`src/interval_capture_timer_pkg.sv`:
```
// Constants for the interval / capture timer: register map, fields, reset values.
// Assumes an Avalon-MM slave with 32-bit data, one register per aligned word.
// Contract
// - Mode bit 0 selects interval mode, 1 selects capture mode with overflow.
// - Writing 1 to the clear bit clears the counter; bit self-clears; 0 does nothing.
// - Clock select 0000 stops; 0101 external rising; 0110 external falling; others unavailable.
// - Codes 1000 to 1111 select system clock divided by 1,2,4,8,16,64,256,1024.
// - Counter compares against a buffer that copies the compare data register.
// - Buffer reloads on counter clear start and on each match or overflow.
// - Interval mode: counter equal to compare value gives match and toggles output.
// - Match raises the match interrupt and clears the counter to zero.
// - Capture mode: capture pin event copies count into compare data, clears counter.
// - Capture mode: counter wrap past maximum raises the overflow interrupt.
// - Match interrupt reaches the processor only while its enable bit is 1.
// - Match flag clears itself when the processor vectors to its service routine.
// - Overflow interrupt reaches the processor only while its enable bit is 1.
// - Overflow flag clears itself when the processor vectors to its service routine.
// - Capture edge field: 00 off, 01 falling, 10 rising, 11 both edges.
package interval_capture_timer_pkg;
  // Byte addresses (printed offsets are not word aligned: index times four)
  localparam logic [7:0] IDX_CTRL = 8'h00_D0;
  localparam logic [7:0] IDX_DATA = 8'h00_D1;
  localparam logic [7:0] IDX_COUNT = 8'h00_D2;
  localparam logic [7:0] IDX_IRQ_STATUS = 8'h00_D8;
  localparam logic [7:0] IDX_IRQ_MASK = 8'h00_D9;
  localparam logic [7:0] IDX_CAPTURE_CFG = 8'h00_DA;
  localparam logic [9:0] ADDR_CTRL = {IDX_CTRL, 2'b00};
  localparam logic [9:0] ADDR_DATA = {IDX_DATA, 2'b00};
  localparam logic [9:0] ADDR_COUNT = {IDX_COUNT, 2'b00};
  localparam logic [9:0] ADDR_IRQ_STATUS = {IDX_IRQ_STATUS, 2'b00};
  localparam logic [9:0] ADDR_IRQ_MASK = {IDX_IRQ_MASK, 2'b00};
  localparam logic [9:0] ADDR_CAPTURE_CFG = {IDX_CAPTURE_CFG, 2'b00};
  // Control register fields
  localparam int CTRL_MODE_BIT = 5;
  localparam int CTRL_CLEAR_BIT = 4;
  localparam int CTRL_CS_LSB = 0;
  localparam logic [5:0] CTRL_RESET = 6'h00;
  // Interrupt status / mask bits
  localparam int IRQ_MATCH_BIT = 0;
  localparam int IRQ_OVF_BIT = 1;
  localparam logic [1:0] IRQ_RESET = 2'h0;
  // Clock select codes
  localparam logic [3:0] CS_STOP = 4'h0;
  localparam logic [3:0] CS_EXT_RISE = 4'h5;
  localparam logic [3:0] CS_EXT_FALL = 4'h6;
  // Capture edge select codes
  localparam logic [1:0] EDGE_OFF = 2'h0;
  localparam logic [1:0] EDGE_FALL = 2'h1;
  localparam logic [1:0] EDGE_RISE = 2'h2;
  localparam logic [1:0] EDGE_BOTH = 2'h3;
  localparam logic [7:0] DATA_RESET = 8'h00;
  localparam int PRESCALE_WIDTH = 10;
endpackage

```
`src/interval_capture_timer.sv`:
```
// Interval / capture timer with Avalon-MM register access, a match and an overflow interrupt line, and one combined line.
// Assumes pins arrive asynchronously; vectoring acknowledges come from the same clock.
`timescale 1ns/10ps
module interval_capture_timer (
  // Clock and reset
  input wire logic i_clk,
  input wire logic i_rst_n,
  // Avalon-MM slave
  input wire logic [9:0] i_address,
  input wire logic i_read,
  input wire logic i_write,
  input wire logic [31:0] i_writedata,
  input wire logic [3:0] i_byteenable,
  output logic [31:0] o_readdata,
  output logic o_waitrequest,
  // Pins
  input wire logic i_external_count_clock_pin,
  input wire logic i_capture_trigger_pin,
  output logic o_match_toggle_output,
  // Processor vector acknowledges and interrupts
  input wire logic i_match_vector_ack,
  input wire logic i_overflow_vector_ack,
  output logic o_match_irq,
  output logic o_overflow_irq,
  output logic o_irq
);

  typedef struct packed {
    logic [5:0] ctrl;
    logic [7:0] data;
    logic [7:0] buffer;
    logic [7:0] count;
    logic [9:0] prescale;
    logic [2:0] ext_sync;
    logic ext_level;
    logic [2:0] cap_sync;
    logic cap_level;
    logic [1:0] edge_sel;
    logic [1:0] irq_status;
    logic [1:0] irq_mask;
    logic match_flag;
    logic ovf_flag;
    logic toggle;
    logic match_irq;
    logic ovf_irq;
    logic irq;
    logic [31:0] rdata;
    logic wait_n;
  } state_s;

  state_s st_reg;
  state_s st_next;

  // Tick from the prescaler for divide code 1000..1111; the last stage carries
  function automatic logic div_tick(input logic [2:0] sel, input logic [9:0] pre);
    logic t;
    t = 1'b0;
    case (sel)
      3'd0: t = 1'b1;
      3'd1: t = (pre[0:0] == 1'h1);
      3'd2: t = (pre[1:0] == 2'h3);
      3'd3: t = (pre[2:0] == 3'h7);
      3'd4: t = (pre[3:0] == 4'hF);
      3'd5: t = (pre[5:0] == 6'h3F);
      3'd6: t = (pre[7:0] == 8'hFF);
      default: t = (pre == 10'h3FF);
    endcase
    return t;
  endfunction

  // Byte lane 0 write helper
  function automatic logic lane0_write(input logic [9:0] addr, input logic [9:0] target,
                                       input logic wr, input logic [3:0] be);
    return wr && be[0] && (addr == target);
  endfunction

  always_comb begin
    logic [3:0] cs;
    logic ext_rise;
    logic ext_fall;
    logic cap_rise;
    logic cap_fall;
    logic cap_event;
    logic tick;
    logic cap_mode;
    logic clear_req;
    logic match;
    logic ovf;
    logic bus_op;
    logic [1:0] raised;
    cs = 4'h0;
    ext_rise = 1'b0;
    ext_fall = 1'b0;
    cap_rise = 1'b0;
    cap_fall = 1'b0;
    cap_event = 1'b0;
    tick = 1'b0;
    cap_mode = 1'b0;
    clear_req = 1'b0;
    match = 1'b0;
    ovf = 1'b0;
    bus_op = 1'b0;
    raised = 2'h0;
    st_next = st_reg;

    // Three-stage synchronisers; only stages two and three are compared
    st_next.ext_sync = {st_reg.ext_sync[1:0], i_external_count_clock_pin};
    st_next.cap_sync = {st_reg.cap_sync[1:0], i_capture_trigger_pin};
    if (st_reg.ext_sync[1] == st_reg.ext_sync[2]) begin
      st_next.ext_level = st_reg.ext_sync[2];
    end
    if (st_reg.cap_sync[1] == st_reg.cap_sync[2]) begin
      st_next.cap_level = st_reg.cap_sync[2];
    end
    ext_rise = (st_next.ext_level && !st_reg.ext_level);
    ext_fall = (!st_next.ext_level && st_reg.ext_level);
    cap_rise = (st_next.cap_level && !st_reg.cap_level);
    cap_fall = (!st_next.cap_level && st_reg.cap_level);

    // Capture edge choice
    case (st_reg.edge_sel)
      interval_capture_timer_pkg::EDGE_FALL: cap_event = cap_fall;
      interval_capture_timer_pkg::EDGE_RISE: cap_event = cap_rise;
      interval_capture_timer_pkg::EDGE_BOTH: cap_event = cap_rise || cap_fall;
      default: cap_event = 1'b0;
    endcase

    // Free-running prescaler shared by all divide codes
    st_next.prescale = st_reg.prescale + 10'h001;
    cs = st_reg.ctrl[interval_capture_timer_pkg::CTRL_CS_LSB +: 4];
    cap_mode = st_reg.ctrl[interval_capture_timer_pkg::CTRL_MODE_BIT];
    clear_req = st_reg.ctrl[interval_capture_timer_pkg::CTRL_CLEAR_BIT];

    // Count clock select; unavailable codes behave as stopped
    if (cs[3]) begin
      tick = div_tick(cs[2:0], st_reg.prescale);
    end else if (cs == interval_capture_timer_pkg::CS_EXT_RISE) begin
      tick = ext_rise;
    end else if (cs == interval_capture_timer_pkg::CS_EXT_FALL) begin
      tick = ext_fall;
    end else begin
      tick = 1'b0;
    end

    // Counter: clear request first, then match, capture, counting
    if (clear_req) begin
      st_next.count = 8'h00;
      st_next.buffer = st_reg.data;
      st_next.ctrl[interval_capture_timer_pkg::CTRL_CLEAR_BIT] = 1'b0;
    end else if (!cap_mode && st_reg.count == st_reg.buffer && tick) begin
      // Comparison against the buffer, never the live data register
      match = 1'b1;
      st_next.count = 8'h00;
      st_next.toggle = !st_reg.toggle;
      st_next.buffer = st_reg.data;
    end else if (cap_mode && cap_event) begin
      st_next.data = st_reg.count;
      st_next.count = 8'h00;
    end else if (tick) begin
      st_next.count = st_reg.count + 8'h01;
      if (cap_mode && st_reg.count == 8'hFF) begin
        ovf = 1'b1;
        st_next.buffer = st_reg.data;
      end
    end

    // Request flags: a new event wins over a vector acknowledge
    if (match) begin
      st_next.match_flag = 1'b1;
    end else if (i_match_vector_ack) begin
      st_next.match_flag = 1'b0;
    end
    if (ovf) begin
      st_next.ovf_flag = 1'b1;
    end else if (i_overflow_vector_ack) begin
      st_next.ovf_flag = 1'b0;
    end

    // Bus slave: one wait cycle, then answer with waitrequest low
    bus_op = (i_read || i_write) && !st_reg.wait_n;
    st_next.wait_n = bus_op;
    st_next.rdata = 32'h0000_0000;
    raised = {ovf, match};
    if (bus_op && i_write) begin
      if (lane0_write(i_address, interval_capture_timer_pkg::ADDR_CTRL, i_write, i_byteenable)) begin
        // Writing 0 to the clear bit leaves a pending clear alone
        st_next.ctrl = {i_writedata[5], i_writedata[4] | st_next.ctrl[4], i_writedata[3:0]};
      end else if (lane0_write(i_address, interval_capture_timer_pkg::ADDR_DATA, i_write, i_byteenable)) begin
        // Hardware capture in the same cycle takes precedence
        if (!(cap_mode && cap_event && !clear_req)) begin
          st_next.data = i_writedata[7:0];
        end
      end else if (lane0_write(i_address, interval_capture_timer_pkg::ADDR_IRQ_MASK, i_write, i_byteenable)) begin
        st_next.irq_mask = i_writedata[1:0];
      end else if (lane0_write(i_address, interval_capture_timer_pkg::ADDR_CAPTURE_CFG, i_write, i_byteenable)) begin
        st_next.edge_sel = i_writedata[1:0];
      end
    end else if (bus_op && i_read) begin
      if (i_address == interval_capture_timer_pkg::ADDR_CTRL) begin
        st_next.rdata = {26'h000_0000, st_reg.ctrl};
      end else if (i_address == interval_capture_timer_pkg::ADDR_DATA) begin
        st_next.rdata = {24'h00_0000, st_reg.data};
      end else if (i_address == interval_capture_timer_pkg::ADDR_COUNT) begin
        st_next.rdata = {24'h00_0000, st_reg.count};
      end else if (i_address == interval_capture_timer_pkg::ADDR_IRQ_STATUS) begin
        st_next.rdata = {30'h0000_0000, st_reg.irq_status};
      end else if (i_address == interval_capture_timer_pkg::ADDR_IRQ_MASK) begin
        st_next.rdata = {30'h0000_0000, st_reg.irq_mask};
      end else if (i_address == interval_capture_timer_pkg::ADDR_CAPTURE_CFG) begin
        st_next.rdata = {30'h0000_0000, st_reg.edge_sel};
      end else begin
        st_next.rdata = 32'h0000_0000; // Unmapped reads return zero
      end
    end

    // Sticky status: read clears, new events in the same cycle stay set
    if (bus_op && i_read && i_address == interval_capture_timer_pkg::ADDR_IRQ_STATUS) begin
      st_next.irq_status = raised;
    end else begin
      st_next.irq_status = st_reg.irq_status | raised;
    end

    // Interrupt outputs, gated by the mask / enable bits
    st_next.match_irq = st_next.match_flag && st_next.irq_mask[interval_capture_timer_pkg::IRQ_MATCH_BIT];
    st_next.ovf_irq = st_next.ovf_flag && st_next.irq_mask[interval_capture_timer_pkg::IRQ_OVF_BIT];
    st_next.irq = |(st_next.irq_status & st_next.irq_mask);
  end

  // Single state register; reset loads constants only
  always_ff @(posedge i_clk or negedge i_rst_n) begin
    if (!i_rst_n) begin
      st_reg <= '0;
      st_reg.ctrl <= interval_capture_timer_pkg::CTRL_RESET;
      st_reg.data <= interval_capture_timer_pkg::DATA_RESET;
      st_reg.irq_status <= interval_capture_timer_pkg::IRQ_RESET;
      st_reg.irq_mask <= interval_capture_timer_pkg::IRQ_RESET;
      st_reg.edge_sel <= interval_capture_timer_pkg::EDGE_OFF;
    end else begin
      st_reg <= st_next;
    end
  end

  // Outputs straight from flip-flops
  assign o_readdata = st_reg.rdata;
  assign o_waitrequest = !st_reg.wait_n;
  assign o_match_toggle_output = st_reg.toggle;
  assign o_match_irq = st_reg.match_irq;
  assign o_overflow_irq = st_reg.ovf_irq;
  assign o_irq = st_reg.irq;

endmodule

```
`config.mk`:
```
export PLATFORM = sky130hd
export DESIGN_NAME = interval_capture_timer
export DESIGN_NICKNAME = d
export VERILOG_FILES = /design/src/interval_capture_timer_pkg.sv /design/src/interval_capture_timer.sv
export SDC_FILE = /design/constraint.sdc
export NUM_CORES = 1
export LEC_CHECK = 0
export CAP_MARGIN = 30
export CORE_MARGIN = 2
export CORE_UTILIZATION = 60
export CTS_CLUSTER_DIAMETER = 40
export DETAILED_ROUTE_END_ITERATION = 7
export DONT_BUFFER_PORTS = 1
export GPL_TIMING_DRIVEN = 0
export PLACE_DENSITY = 0.82
export SYNTH_ARGS = -nofsm -noshare
export SYNTH_HDL_FRONTEND = slang
export SYNTH_SLANG_ARGS = --single-unit
```
`constraint.sdc`:
```
create_clock -name i_clk -period 2.9 [get_ports i_clk]
set_clock_uncertainty 0.15 [all_clocks]
set_input_delay 0.29 -clock i_clk [delete_from_list [all_inputs] [get_ports i_clk]]
set_output_delay 0.29 -clock i_clk [all_outputs]
set_load 0.005 [all_outputs]
```
; Word level (Yosys, flattened, before mapping)
; Cells that the tools add are included.
[totals]
ff_bits = 93
input_bits = 54
[op_classes]
reduce_logical = 39
n_eq_ne = 28
bitwise = 6
muxes = 45
add_sub_neg = 2
[op_table]
columns = op, count
row1 = two-way mux 8 bit, 14
row2 = "equality test 10 bit, second input constant", 7
row3 = two-way mux 16 bit, 3
row4 = logical AND 1 bit, 20
row5 = "equality test 8 bit, second input constant", 2
row6 = two-way mux 1 bit, 16
row7 = two-way mux 2 bit, 8
row8 = two-way mux 13 bit, 1
row9 = "equality test 3 bit, second input constant", 4
row10 = "adder 10 x 1 -> 10 bit, second input constant", 1
row11 = "adder 8 x 1 -> 8 bit, second input constant", 1
row12 = "equality test 4 x 3 -> 1 bit, second input constant", 2
row13 = equality test 8 bit, 1
row14 = logical NOT 1 bit, 8
row15 = case mux 1 bit (7 select lines), 1
row16 = "equality test 2 bit, second input constant", 3
row17 = "equality test 3 x 2 -> 1 bit, second input constant", 2
row18 = "equality test 6 bit, second input constant", 1
row19 = nonzero test 3 bit, 2
row20 = two-way mux 5 bit, 1
row21 = AND reduction 5 bit, 1
row22 = "equality test 4 bit, second input constant", 1
row23 = inverter 1 bit, 4
row24 = AND reduction 2 bit, 2
row25 = other kinds (12), 14

; Depth between registers and ports, before layout
[depth]
word_depth = 15
mapped_depth = 12

; Worst setup path before layout
; Ideal clock, no wire load.
[synth_path]
path_type = register to register
start = reg st_reg[45] in the netlist's numbering
end = reg st_reg[71] in the netlist's numbering
slack_ns = 0.312
setup_ns = 0.125
t_required_ns = 2.625
path_stages_with_launch = 12
n_path_buf = 1
period_less_slack_ns = 2.588
arrival_time_ns = 2.313
cell_sequence = dfrtp_1 > a21o_1 > o21ai_0 > inv_1 > ha_1 > nand2b_1 > a311oi_1 > or3_1 > and2_1 > o21ba_1 > buf_6 > mux2_4
[synth_rtl]
columns = item, line_no
row1 = start: declaration, interval_capture_timer.sv:51  ; state_s st_reg;
row2 = start signal: assignment, interval_capture_timer.sv:239  ; st_reg <= st_next;

==> run_summary.xml <==
<?xml version="1.0" encoding="UTF-8"?>
<metrics>
  <group name="status">
    <metric name="result_of_the_run" unit="">finished clean</metric>
  </group>
  <group name="layout">
    <metric name="instances_no_fill" unit="">471</metric>
    <metric name="flow.area_growth_from_synthesis" unit="%">19.4</metric>
    <metric name="largest_register_ffs" unit="">53</metric>
    <metric name="layout-drive-gt1-share" unit="%">21.6</metric>
    <metric name="final_nets" unit="">453</metric>
    <metric name="most-common-layout-cells" unit="">dfrtp_1 (69), nand2_1 (37), buf_4 (37)</metric>
    <metric name="num_antenna_cells" unit="">0</metric>
    <metric name="layout_commonest_cell" unit="">dfrtp_1</metric>
  </group>
  <group name="drt">
    <metric name="drt_first_iter_violations" unit="">204</metric>
    <metric name="route.final.wire_length" unit="mm">7.60</metric>
    <metric name="via_per_inst" unit="">5.58</metric>
    <metric name="drtPass1Iterations" unit="">5</metric>
    <metric name="ant_nets" unit="">0</metric>
    <metric name="drcViolationCount" unit="">0</metric>
    <metric name="route.detailed.wl_per_inst" unit="µm">16.1</metric>
    <metric name="detailroute.via_count" unit="">2629</metric>
  </group>
  <group name="clocking">
    <metric name="path_clk_slew" unit="ns">0.08</metric>
    <metric name="numCtsBuffers" unit="">9</metric>
    <metric name="cts_tree" unit="">built</metric>
    <metric name="cts_root_buffer" unit="">clkbuf_8</metric>
    <metric name="cts.path.max_buffers" unit="">2</metric>
    <metric name="ctsHtreeMaxLevel" unit="">3</metric>
    <metric name="clk-insertion-delay-late" unit="ns">0.34</metric>
    <metric name="tritoncts_sink_count" unit="">69</metric>
  </group>
  <group name="floorplan">
    <metric name="fp.dieArea" unit="µm²">6520</metric>
    <metric name="io_pins" unit="">91</metric>
    <metric name="core_region_area" unit="µm²">5610</metric>
    <metric name="die_y" unit="µm">80.7</metric>
    <metric name="floorplan.initialDensity" unit="%">63.0</metric>
    <metric name="floorplan.die.width" unit="µm">80.7</metric>
    <metric name="floorplan.rows" unit="">27</metric>
  </group>
  <group name="placed_design">
    <metric name="dp.cells" unit="">433</metric>
    <metric name="detailedPlacementHpwl" unit="mm">4.84</metric>
    <metric name="routability_congestion" unit="">0.896</metric>
    <metric name="number_of_buffers_inserted_by_port_buffering" unit="">0</metric>
  </group>
  <group name="power">
    <metric name="worst_ir_drop_vdd" unit="mV">0.510</metric>
    <metric name="comb_power_share" unit="%">9.7</metric>
    <metric name="intPower" unit="mW">1.66</metric>
    <metric name="power_leakage" unit="nW">1.98</metric>
    <metric name="power.switching" unit="mW">0.501</metric>
    <metric name="switching_share_of_power" unit="%">23.2</metric>
    <metric name="powerDensity" unit="nW/µm²">513</metric>
    <metric name="seqPwrFrac" unit="%">46.9</metric>
    <metric name="share_clk_of_total_power" unit="%">43.4</metric>
  </group>
  <group name="grt">
    <metric name="grt.total_usage" unit="%">25.0</metric>
    <metric name="via_count_of_the_first_global_routing_pass" unit="">2565</metric>
    <metric name="grt_antenna_before_repair" unit="">0</metric>
    <metric name="maximum_number_of_pins_on_one_net_before_global_route_repair" unit="">70</metric>
    <metric name="grt.overflow.total" unit="">0</metric>
    <metric name="global_route_wire_length_before_repair" unit="mm">12.2</metric>
  </group>
  <group name="worst_setup_path">
    <metric name="cp_data_required_time" unit="ns">3.01</metric>
    <metric name="critical_path_class" unit="">register to register</metric>
    <metric name="cp_data_arrival_time" unit="ns">2.88</metric>
    <metric name="timing.critical_path.cells" unit="">a21o_1 &gt; o21ai_1 &gt; inv_1 &gt; ha_1 &gt; nand2b_4 &gt; a311oi_4 &gt; nor2b_1 &gt; clkbuf_4 &gt; nor4_4 &gt; buf_4 &gt; nand2_1 &gt; o21ai_0</metric>
    <metric name="startpoint_type" unit="">register</metric>
    <metric name="critPathMaxStageDelay" unit="ns">0.44</metric>
    <metric name="critical_path_peak_fanout" unit="">10</metric>
    <metric name="worst_setup_path_end_kind" unit="">register</metric>
    <metric name="critical_path.slowest_cell" unit="">nor4_4</metric>
  </group>
  <group name="job">
    <metric name="max-cap-violations" unit="">0</metric>
  </group>
  <group name="logic_synthesis">
    <metric name="synth_seq_cells" unit="">69</metric>
    <metric name="synth.yosys.warnings" unit="">0</metric>
    <metric name="average_cell_area_after_synthesis" unit="µm²">10.5</metric>
    <metric name="synth.lib_cells_used.distinct" unit="">51</metric>
    <metric name="synth_enable_flop_cells" unit="">0</metric>
    <metric name="seq_area_frac_synth" unit="%">48.9</metric>
    <metric name="synth_area" unit="µm²">3530</metric>
    <metric name="async_reset_ff_share" unit="%">100</metric>
    <metric name="synth_flop_cell" unit="">dfrtp_1</metric>
    <metric name="syn_inst" unit="">338</metric>
  </group>
  <group name="timing">
    <metric name="worst-slew-pin-transition" unit="ns">0.758</metric>
    <metric name="smallest_hold_slack" unit="ns">0.0599</metric>
    <metric name="final_hold_viols" unit="">0</metric>
    <metric name="final_min_period_over_clock_period" unit="%">95.6</metric>
    <metric name="achievable-frequency" unit="MHz">361</metric>
    <metric name="period_needed" unit="ns">2.77</metric>
    <metric name="drv_slew" unit="">0</metric>
    <metric name="slew_headroom" unit="%">49.0</metric>
    <metric name="setup_viol_count_final" unit="">0</metric>
  </group>
  <group name="hold_path">
    <metric name="hold_path.class" unit="">input port to register</metric>
  </group>
</metrics>
[path summary, 6_finish.rpt]
check	start	to	slack, ns	cells past startpoint
worst min-delay path	i_read	st_reg[41]	0.06	3
min in group asynchronous	i_rst_n	st_reg[84]	0.38	2
worst max-delay path	st_reg[45]	st_reg[81]	0.13	12
max in group asynchronous	i_rst_n	st_reg[68]	1.95	2
worst max register to register	st_reg[45]	st_reg[81]	0.13	12
worst min register to register	st_next[51]	st_next[52]	0.20	0
[cell families (layout without fill, tap and decap cells)]
family                   after synthesis  after routing  synth area share (%)
AND/OR/NAND/NOR                      107            107                  15.9
flip-flops                            69             69                  48.9
buffers and inverters                 56             94                  9.74
AO/OA/AOI/OAI                         54             54                  9.63
multiplexers                          29             29                  9.70
XOR/XNOR                              16             16                  3.97
adder cells (fa/ha/maj)                6              6                  2.05
other                                  1             24                 0.106
[synth_stat cells (all sizes together) (10+ instances only)]
master  count  share of area, %
dfrtp      69                49
buf        37               7.7
nand2      37               3.9
mux2       18               6.6
o21ai      14               2.0
a21oi      12               1.7
inv        12               1.3
nor2       12               1.3
mux2i      11               3.1
nand3      10               1.6
xor2       10               2.5
[power groups by stage]
| stage | registers [mW] | clock network, mW | logic, mW |
|---|---|---|---|
| 2_1_floorplan | 1.03 | 0 | 0.133 |
| 3_3_place_gp | 1.03 | 0 | 0.152 |
| 3_5_place_dp | 1.03 | 0 | 0.156 |
| 4_1_cts | 1.01 | 0.947 | 0.201 |
| 5_1_grt | 1.02 | 0.992 | 0.236 |
| 6_report | 1.02 | 0.939 | 0.209 |
[per-layer routing]
| metal | global-route usage [%] | vias up | part of all wire, % |
|---|---|---|---|
| met1 | 31.4 | 1274 | 41 |
| met2 | 40.8 | 113 | 50 |
| met5 | 0 | - | 0 |
| met4 | 9.49 | 0 | 1.3 |
| li1 | - | 1234 | - |
| met3 | 8.11 | 8 | 7.5 |
[through the flow]
stage	setup TNS [ns]	power, mW	util [%]	area (µm²)	setup WS (ns)
floorplan	0	1.16	-	3620	0.312
global placement	0	1.18	66.2	3710	0.0658
detailed placement	-0.193	1.19	66.2	3710	-0.0458
CTS	0	2.16	74.1	4150	0.000143
global route	-0.145	2.25	75.3	4220	-0.0453
finish	0	2.16	75.3	4220	0.127
[critical path: cells and delay by family (launching register included)]
| family | cells | cell delay (ns) |
|---|---|---|
| buffers and inverters | 3 | 0.57 |
| DFF | 1 | 0.41 |
| adders and majority gates | 1 | 0.27 |
| AOI/OAI and AO/OA | 4 | 0.48 |
| and+or+nand+nor | 4 | 0.81 |
[what timing repair did]
action                                  4_1_cts  5_1_grt
buffers inserted                              0        4
pin swaps                                     0        2
endpoints found under the setup margin       16       16
endpoints found under the hold margin        95        0
cloned                                        0        0
gates resized for setup                       1        8
hold buffers                                 18        0
[area by class of cell]
class	instances	area, µm²
timing repair buffer	22	228
buffer	44	304
tap	72	90.1
multi-input combinational	236	1590
clock buffer	10	128
fill	403	1390
clock inverter	6	111
sequential	69	1730
inverter	12	45.0
Power figures use the tool's default switching activity.
